==> config.mk <==
export PLATFORM = sky130hd
export DESIGN_NAME = pcaf_top
export DESIGN_NICKNAME = d
export VERILOG_FILES = /design/src/common/pcaf_pkg.sv /design/src/common/pcaf_filt_if.sv /design/src/rtl/pcaf_top.sv /design/src/rtl/pcaf_spike_filter.sv
export SDC_FILE = /design/constraint.sdc
export NUM_CORES = 1
export LEC_CHECK = 0
export BUFFER_PORTS_ARGS = -buffer_cell sky130_fd_sc_hd__buf_2
export CAP_MARGIN = 20
export CORE_MARGIN = 1.5
export CORE_UTILIZATION = 34
export CTS_CLUSTER_SIZE = 25
export DETAILED_ROUTE_END_ITERATION = 7
export PLACE_DENSITY = 0.81
export SETUP_SLACK_MARGIN = 0.5
export SLEW_MARGIN = 20
export SYNTH_ARGS = -nofsm -noshare
export SYNTH_HDL_FRONTEND = slang
export SYNTH_HIERARCHICAL = 1
export SYNTH_SLANG_ARGS = --single-unit
==> constraint.sdc <==
create_clock -name clk -period 1.32 [get_ports clk]
set_clock_uncertainty 0.2 [all_clocks]
set_input_delay 0 -clock clk [delete_from_list [all_inputs] [get_ports clk]]
set_output_delay 0 -clock clk [all_outputs]
set_load 0.005 [all_outputs]
==> src/common/pcaf_pkg.sv <==
// constants shared by the port c alternate function override block
package pcaf_pkg;

  // =====================================================================
  // port layout
  localparam int unsigned PORT_WIDTH = 8;
  localparam int unsigned NUM_CONV_CH = 6;
  localparam int unsigned BIT_SDA = 4;
  localparam int unsigned BIT_SCL = 5;
  localparam int unsigned BIT_RESET = 6;
  localparam int unsigned BIT_TOP = 7;
  localparam int unsigned PCINT_BASE = 8;

  // =====================================================================
  // spike filter timing
  localparam int unsigned SPIKE_MIN_PS = 50000;
  localparam int unsigned CLK_PERIOD_PS = 20000;
  // least time, so round up
  localparam int unsigned SPIKE_CYCLES = (SPIKE_MIN_PS + CLK_PERIOD_PS - 1) / CLK_PERIOD_PS;

  // =====================================================================
  // filter lanes and reset values
  localparam int unsigned FILT_LINES = 2;
  localparam int unsigned FILT_SDA = 0;
  localparam int unsigned FILT_SCL = 1;
  localparam logic [PORT_WIDTH-1:0] PIN_SAMPLE_RST = 8'h00;
  localparam logic FILT_LINE_RST = 1'b1;

endpackage

==> src/common/pcaf_filt_if.sv <==
// interface between the override logic and its two-wire spike filter
`timescale 1ns/1ps
interface pcaf_filt_if;
  import pcaf_pkg::*;

  logic [FILT_LINES-1:0] raw;
  logic [FILT_LINES-1:0] clean;

  modport src (output raw, input clean);
  modport flt (input raw, output clean);
endinterface

==> src/rtl/pcaf_top.sv <==
// port c alternate function override logic
//
// Function
// - fuse programmed: bit 6 is a plain I/O bit, no pin reset.
// - fuse unprogrammed: bit 6 feeds reset circuitry, not usable as I/O.
// - bit 6 as reset: direction, latch and input sample read zero.
// - two-wire enable hands bit 5 to the interface as clock line.
// - two-wire enable hands bit 4 to the interface as data line.
// - two-wire input paths reject pulses shorter than 50 ns.
// - two-wire lines are open drain: value low, interface drives direction.
// - two-wire pull-up needs latch set and global disable clear; slew limited.
// - port bit n feeds pin-change source 8 plus n.
// - bits 0-5: converter disable kills input unless pin-change source armed.
// - bits 4-6 overrides only while their owning function is active.
// - global pull-up disable turns pull-ups off even for input with latch high, except bit 6 as reset input.
`timescale 1ns/1ps
module pcaf_top
  import pcaf_pkg::*;
#(
  parameter int unsigned SPIKE_CYCLES_P = SPIKE_CYCLES
) (
  // clock and reset
  input wire logic clk,
  input wire logic sys_rst,
  // port register contents
  input wire logic [PORT_WIDTH-1:0] portc_direction,
  input wire logic [PORT_WIDTH-1:0] portc_output_latch,
  input wire logic global_pullup_disable,
  // configuration
  input wire logic reset_pin_disable_fuse,
  input wire logic two_wire_enable,
  input wire logic pin_change_group1_enable,
  input wire logic [PORT_WIDTH-1:0] pin_change_mask,
  input wire logic [NUM_CONV_CH-1:0] conv_digital_input_disable,
  // two-wire interface side
  input wire logic scl_out,
  input wire logic sda_out,
  output logic scl_in,
  output logic sda_in,
  // reset circuitry side
  output logic ext_reset_n,
  // pin-change logic side
  output logic [PCINT_BASE+PORT_WIDTH-1:PCINT_BASE] pin_change_source,
  // register read-back
  output logic [PORT_WIDTH-1:0] direction_read,
  output logic [PORT_WIDTH-1:0] output_latch_read,
  output logic [PORT_WIDTH-1:0] input_sample_read,
  // pads
  input wire logic [PORT_WIDTH-1:0] pad_in,
  output logic [PORT_WIDTH-1:0] pad_out,
  output logic [PORT_WIDTH-1:0] pad_oe,
  output logic [PORT_WIDTH-1:0] pad_pullup,
  output logic [PORT_WIDTH-1:0] pad_slew_limit,
  output logic [PORT_WIDTH-1:0] pad_input_enable
);

  // =====================================================================
  // state
  typedef struct packed {
    logic [PORT_WIDTH-1:0] pin_sample;
  } pcaf_state_s;

  pcaf_state_s state_reg;
  pcaf_state_s state_next;

  // =====================================================================
  // helpers
  function automatic logic pcaf_pick(input logic ovr_en, input logic ovr_val, input logic normal);
    pcaf_pick = ovr_en ? ovr_val : normal;
  endfunction

  // =====================================================================
  // override terms
  logic reset_mode;
  logic [PORT_WIDTH-1:0] pc_armed;
  logic [PORT_WIDTH-1:0] pullup_override_enable;
  logic [PORT_WIDTH-1:0] pullup_override_value;
  logic [PORT_WIDTH-1:0] direction_override_enable;
  logic [PORT_WIDTH-1:0] direction_override_value;
  logic [PORT_WIDTH-1:0] out_value_override_enable;
  logic [PORT_WIDTH-1:0] out_value_override_value;
  logic [PORT_WIDTH-1:0] input_enable_override_enable;
  logic [PORT_WIDTH-1:0] input_enable_override_value;
  logic [PORT_WIDTH-1:0] dir_eff;
  logic [PORT_WIDTH-1:0] pullup_normal;

  // unprogrammed fuse leaves the pin on the reset circuitry
  assign reset_mode = ~reset_pin_disable_fuse;
  assign pc_armed = pin_change_mask & {PORT_WIDTH{pin_change_group1_enable}};

  always_comb begin
    // untouched bits keep plain port control
    pullup_override_enable = '0;
    pullup_override_value = '0;
    direction_override_enable = '0;
    direction_override_value = '0;
    out_value_override_enable = '0;
    out_value_override_value = '0;
    input_enable_override_enable = '0;
    input_enable_override_value = '0;

    // converter channels: a disabled buffer stays on only for an armed pin-change source
    for (int i = 0; i < NUM_CONV_CH; i++) begin
      input_enable_override_enable[i] = pc_armed[i] | conv_digital_input_disable[i];
      input_enable_override_value[i] = pc_armed[i];
    end

    // bit 6: reset input needs pull-up and input buffer, never drives
    input_enable_override_enable[BIT_RESET] = reset_mode | pc_armed[BIT_RESET];
    input_enable_override_value[BIT_RESET] = 1'b1;
    if (reset_mode) begin
      pullup_override_enable[BIT_RESET] = 1'b1;
      pullup_override_value[BIT_RESET] = 1'b1;
      direction_override_enable[BIT_RESET] = 1'b1;
      direction_override_value[BIT_RESET] = 1'b0;
    end

    // bit 7: pin-change only
    input_enable_override_enable[BIT_TOP] = pc_armed[BIT_TOP];
    input_enable_override_value[BIT_TOP] = 1'b1;

    // bits 4 and 5: open drain, the interface's out bit pulls the line low
    if (two_wire_enable) begin
      pullup_override_enable[BIT_SCL] = 1'b1;
      pullup_override_enable[BIT_SDA] = 1'b1;
      pullup_override_value[BIT_SCL] = portc_output_latch[BIT_SCL] & ~global_pullup_disable;
      pullup_override_value[BIT_SDA] = portc_output_latch[BIT_SDA] & ~global_pullup_disable;
      direction_override_enable[BIT_SCL] = 1'b1;
      direction_override_enable[BIT_SDA] = 1'b1;
      direction_override_value[BIT_SCL] = scl_out;
      direction_override_value[BIT_SDA] = sda_out;
      out_value_override_enable[BIT_SCL] = 1'b1;
      out_value_override_enable[BIT_SDA] = 1'b1;
      out_value_override_value[BIT_SCL] = 1'b0;
      out_value_override_value[BIT_SDA] = 1'b0;
    end
  end

  // =====================================================================
  // pad drive
  // input with latch high means pull-up, unless globally disabled
  assign pullup_normal = ~portc_direction & portc_output_latch & {PORT_WIDTH{~global_pullup_disable}};

  always_comb begin
    for (int i = 0; i < PORT_WIDTH; i++) begin
      dir_eff[i] = pcaf_pick(direction_override_enable[i], direction_override_value[i], portc_direction[i]);
      pad_oe[i] = dir_eff[i];
      pad_out[i] = pcaf_pick(out_value_override_enable[i], out_value_override_value[i], portc_output_latch[i]);
      // a driven pad never has its pull-up on as well
      pad_pullup[i] = pcaf_pick(pullup_override_enable[i], pullup_override_value[i], pullup_normal[i])
        & ~dir_eff[i];
      pad_input_enable[i] = pcaf_pick(input_enable_override_enable[i], input_enable_override_value[i], 1'b1);
    end
  end

  always_comb begin
    pad_slew_limit = '0;
    pad_slew_limit[BIT_SCL] = two_wire_enable;
    pad_slew_limit[BIT_SDA] = two_wire_enable;
  end

  // =====================================================================
  // input sampling
  // a disabled buffer reads low, so a floating analog level cannot toggle logic
  always_comb begin
    state_next = state_reg;
    state_next.pin_sample = pad_in & pad_input_enable;
  end

  always_ff @(posedge clk or posedge sys_rst) begin
    if (sys_rst) begin
      state_reg.pin_sample <= PIN_SAMPLE_RST;
    end else begin
      state_reg <= state_next;
    end
  end

  // pin-change sources see the pin even while bit 6 is the reset input
  assign pin_change_source = state_reg.pin_sample;

  // =====================================================================
  // register read-back
  always_comb begin
    direction_read = portc_direction;
    output_latch_read = portc_output_latch;
    input_sample_read = state_reg.pin_sample;
    if (reset_mode) begin
      direction_read[BIT_RESET] = 1'b0;
      output_latch_read[BIT_RESET] = 1'b0;
      input_sample_read[BIT_RESET] = 1'b0;
    end
  end

  // =====================================================================
  // reset pin
  // released level when the pin is ordinary I/O
  assign ext_reset_n = reset_mode ? pad_in[BIT_RESET] : 1'b1;

  // =====================================================================
  // two-wire spike filter
  // idle-high lines feed the filter while the port owns the pins
  pcaf_filt_if filt ();

  // one process drives both lanes, so the lane vector has a single writer
  always_comb begin
    filt.raw = {FILT_LINES{FILT_LINE_RST}};
    if (two_wire_enable) begin
      filt.raw[FILT_SCL] = pad_in[BIT_SCL];
      filt.raw[FILT_SDA] = pad_in[BIT_SDA];
    end
  end

  pcaf_spike_filter #(
    .MIN_CYCLES(SPIKE_CYCLES_P)
  ) u_filter (
    .clk(clk),
    .sys_rst(sys_rst),
    .lines(filt.flt)
  );

  assign scl_in = filt.clean[FILT_SCL];
  assign sda_in = filt.clean[FILT_SDA];

endmodule

==> src/rtl/pcaf_spike_filter.sv <==
// spike filter for the two-wire clock and data inputs
`timescale 1ns/1ps
module pcaf_spike_filter
  import pcaf_pkg::*;
#(
  parameter int unsigned MIN_CYCLES = SPIKE_CYCLES
) (
  // clock and reset
  input wire logic clk,
  input wire logic sys_rst,
  // filtered lines
  pcaf_filt_if.flt lines
);

  localparam int unsigned CW = $clog2(MIN_CYCLES + 1);
  localparam logic [CW-1:0] LAST = CW'(MIN_CYCLES - 1);

  typedef struct packed {
    logic [FILT_LINES-1:0][CW-1:0] cnt;
    logic [FILT_LINES-1:0] clean;
  } pcaf_flt_state_s;

  pcaf_flt_state_s state_reg;
  pcaf_flt_state_s state_next;

  // =====================================================================
  // filter
  // a level must hold for the full count before it passes, so shorter
  // pulses vanish; the cost is a fixed delay of that many cycles
  always_comb begin
    state_next = state_reg;
    for (int i = 0; i < FILT_LINES; i++) begin
      if (lines.raw[i] == state_reg.clean[i]) begin
        state_next.cnt[i] = '0;
      end else if (state_reg.cnt[i] == LAST) begin
        state_next.cnt[i] = '0;
        state_next.clean[i] = lines.raw[i];
      end else begin
        state_next.cnt[i] = state_reg.cnt[i] + CW'(1);
      end
    end
  end

  always_ff @(posedge clk or posedge sys_rst) begin
    if (sys_rst) begin
      state_reg.cnt <= '0;
      state_reg.clean <= {FILT_LINES{FILT_LINE_RST}};
    end else begin
      state_reg <= state_next;
    end
  end

  assign lines.clean = state_reg.clean;

endmodule

Yosys cells after proc, flatten, opt, wreduce, memory -nomap -nowiden
Cells that the tools add are included.
{"block": "totals", "register_bits": 14, "in_bits": 46}
{"block": "op_classes", "eq_ne": 4, "n_mux": 25, "reduce_logical": 2, "n_bitwise": 32, "add_sub_neg": 2}
{"op": "8-bit AND", "count": 3}
{"op": "1-bit two-way mux", "count": 17}
{"op": "2-bit two-way mux", "count": 8}
{"op": "1-bit NOT", "count": 11}
{"op": "1-bit AND", "count": 10}
{"op": "8-bit NOT", "count": 1}
{"op": "6-bit AND", "count": 1}
{"op": "1-bit OR", "count": 6}
{"op": "2-bit by 1-bit adder with 2-bit output (second input constant)", "count": 2}
{"op": "2-bit == test (second input constant)", "count": 2}
{"op": "2-bit AND reduction", "count": 2}
{"op": "1-bit == test", "count": 2}

Logic depth before layout (Yosys ltp)
{"block": "logic_depth", "depth_word": 5, "depth_mapped": 3, "mapped_depth_nobuf": 3}

Hierarchy
The synthesis kept the hierarchy.
{"module": "pcaf_top", "instances": 1, "seq_area_each_um2": 200.2, "cells_each": 92, "area_each_um2": 789.5}
{"module": "pcaf_spike_filter", "instances": 1, "seq_area_each_um2": 152.6, "cells_each": 19, "area_each_um2": 271.5}

Worst setup path after synthesis
OpenSTA, ideal clock, no wires.
{"block": "synth_timing", "path_type": "register to register", "start": "register u_filter/state_reg[4] in the netlist's numbering", "end": "register u_filter/lines.clean[1] (netlist name)", "arrival_ns": 0.789, "stages_incl_launch_ff": 3, "path_buffers": 0, "slack_ns": 0.249, "setup_ns": 0.082, "required_ns": 1.038, "cell_sequence": "dfrtp_1 > nor2b_4 > mux2_4"}
{"block": "synth_via", "elab_chain_len": 2}
{"item": "start: declaration", "line": "pcaf_spike_filter.sv:23", "rtl": "pcaf_flt_state_s state_reg;"}
{"item": "start signal: assignment", "line": "pcaf_spike_filter.sv:49", "rtl": "state_reg <= state_next;"}
{"item": "2-bit == test", "line": "pcaf_spike_filter.sv:35", "rtl": "end else if (state_reg.cnt[i] == LAST) begin"}
{"item": "2-bit AND reduction (no source line)"}
Every way passes these cells.
A chain may end at the register's enable or synchronous reset.

Final worst setup path
{"block": "layout_timing", "start": "register u_filter/lines.clean[0] (netlist name)", "end": "output sda_in"}
{"item": "end: declaration", "line": "pcaf_top.sv:39", "rtl": "output logic sda_in,"}
No word-level cell between the ends.

==> metrics <==
hpwl dp between 1500 and 2000 µm; Setup crit start kind register; mux cell area share after synthesis roughly 5.7%; final setup violation count 0; worst hold slack -0.275 ns; total CTS buffers 3; post-synthesis simple-gate area fraction 20.5%; delay-heaviest family, CP flip-flops; clk root buf clkbuf_4; Fmax about 0.86 GHz; XOR/XNOR share of the synthesized area roughly 1.7%; CP Data Arrival Time a little under 1 ns; fillcell total 298; Post-DP Area 1340 µm²; HP Class in2reg; Final min period about 1.2 ns; outcome finished, violations left; Post-Synthesis Cell Area about 1100 µm²; CTS max path bufs 2; post-synthesis adder-cell area fraction 0%; Synth top area share about a third; Die X around 59 µm; Syn Inst Count between 100 and 150; vias in the first global route roughly 800; Final Cycle Share 88.4%; Sink Count 14; Setup crit end kind output pin; final hold vios 27; critical-path cell list buf_2; TNS Setup 0 ns; Routed Antenna Nets 0; CTS tree built; reg2reg path depth 2; Max IR drop VDD ~0.00034 V; CP max FO 3; largest cells by area after synthesis buf_4 32%, dfrtp_1 28%, mux2_4 5.7%; Seq cells post-synth 14; Starting Density 35.3%; Non-Filler Cell Area, Final between 1500 and 2000 µm²; clk slew on worst S/H paths 0.08 ns; biggest area consumer among synthesized cells buf_4; H-tree Lvls 1; critical path's slowest cell dfstp_2; PortBufs 110; CP Depth 1; share of post-route cells with drive strength above 1 a little over two thirds; largest net degree at the start of global routing 9; via count a little under 1000; Largest stage delay, worst path 0.58 ns; DRC viols 0; 1st-iter DRT viols 5; post-synthesis cell type count 19; Worst Path Required between 1 and 1.5 ns; antenna violations before repair 0; Compound-Gate Fraction of Synth Area 4.95%; first-pass GRT wire length 3190 µm; Synth Flop Type dfrtp_1; clk_lat worst skew 0.27 ns; DRT Wirelength around 2400 µm; Remaining Overflow, GRT 0; Register Area around 350 µm²; commonest cells after routing, fill and taps aside 108 x buf_2, 12 x nand2_1, 12 x dfrtp_1; syn avg cell area 9.56 µm²; worst hold path depth 2; Layout area overhead 43.3%; ys async rst share 100%; Multi-input gate area 413 µm²; # rows 20; Total Nets Final around 240; Core ar. about 3000 µm²; Ant. Diodes 0; largest family of logic cells by synthesized area buffers and inverters; die area ~3500 µm²; kind of critical path reg2out; DR vias/cell roughly 4.3; number of flip-flops in the largest register 8; Ports 121; routability cong. 0.659; leading cell type in the layout, fill and taps excluded buf_2; routed len/inst a little over 10 µm; Pwr Density 988 nW/µm²; RSZ-0062 raised after global routing yes; Die Height slightly below 60 µm; failing checks hold timing; pins over their slew limit 0; GRT Overall Usage 12.3%; DRT Pass-1 Iters 3; Post-synth EDFFs 0; sequential share of the synthesized area ~33%; synth warn 6; static leakage ~0.9 nW; WP buf/inv 1; maxcap violations 0
## metrics by stage
| stage | util [%] | hold slack, ns | power (mW) | cells | worst slack [ns] |
|---|---|---|---|---|---|
| after detailed placement | 44.7 | -0.262 | 1.12 | 214 | 0.208 |
| after global placement | 44.7 | -0.273 | 1.10 | 214 | 0.241 |
| after CTS | 49.2 | -0.281 | 1.47 | 227 | 0.140 |
| after global routing | 50.6 | -0.281 | 1.60 | 230 | 0.124 |
| after floorplan | - | -0.410 | 1.02 | 117 | 0.249 |
| final | 50.6 | -0.275 | 1.50 | 230 | 0.153 |
## path summary, 6_finish.rpt
kind | start | endpoint | slack, ns
worst max-delay path | u_filter/lines.clean[0]$_DFFE_PP1P_ | sda_in | 0.15
worst min-delay path | conv_digital_input_disable[1] | pin_change_source[9]$_DFF_PP0_ | -0.28
worst max register to register | u_filter/state_reg[2]$_DFF_PP0_ | u_filter/lines.clean[0]$_DFFE_PP1P_ | 0.21
worst min register to register | u_filter/state_reg[2]$_DFF_PP0_ | u_filter/state_reg[2]$_DFF_PP0_ | 0.32
max in group asynchronous | sys_rst | u_filter/lines.clean[0]$_DFFE_PP1P_ | 0.65
min in group asynchronous | sys_rst | u_filter/state_reg[5]$_DFF_PP0_ | 0.01
## cells in the mapped netlist (2+ instances only)
library cell	n
a21boi_0	6
and2_1	3
and2b_2	2
buf_4	45
conb_1	2
dfrtp_1	12
dfstp_2	2
inv_1	3
mux2_4	4
nand2_1	12
nor2b_4	2
nor3_1	2
nor3b_1	7
nor3b_2	2
or2b_1	2
xnor2_1	2
## metal layers
metal | global-route usage [%] | wire [µm] | vias up
met5 | 0 | 0 | -
met4 | 7.79 | 53 | 0
met3 | 0.440 | 234 | 4
met2 | 25.6 | 1260 | 77
met1 | 11.2 | 836 | 434
li1 | - | - | 476
## where the power goes
group	switching, mW	internal [mW]	leakage, nW
Sequential	0.0883	0.540	0.173
Combinational	0.239	0.393	0.711
Clock	0.124	0.117	0.0150
## repair_timing
item	CTS	global route
endpoints found under the setup margin	28	28
buffers inserted	5	1
pin swaps	7	1
gates resized for setup	7	4
hold buffers	4	2
endpoints found under the hold margin	43	11
## cell type report
cell class              instances  share of cell area, %
inverters                       3                  0.741
clock buffers                   4                   1.73
flip-flops and latches         14                   23.2
multi-input cells              54                   27.2
well taps                      33                   2.72
repair buffers                122                   44.4
## logic make-up after synthesis
logic type / Yosys count
AO/OA/AOI/OAI: 7
multiplexers: 4
buffers and inverters: 49
AND/OR/NAND/NOR: 33
XOR/XNOR: 2
flip-flops: 14
other: 2
(Power assumes the default switching activity.)
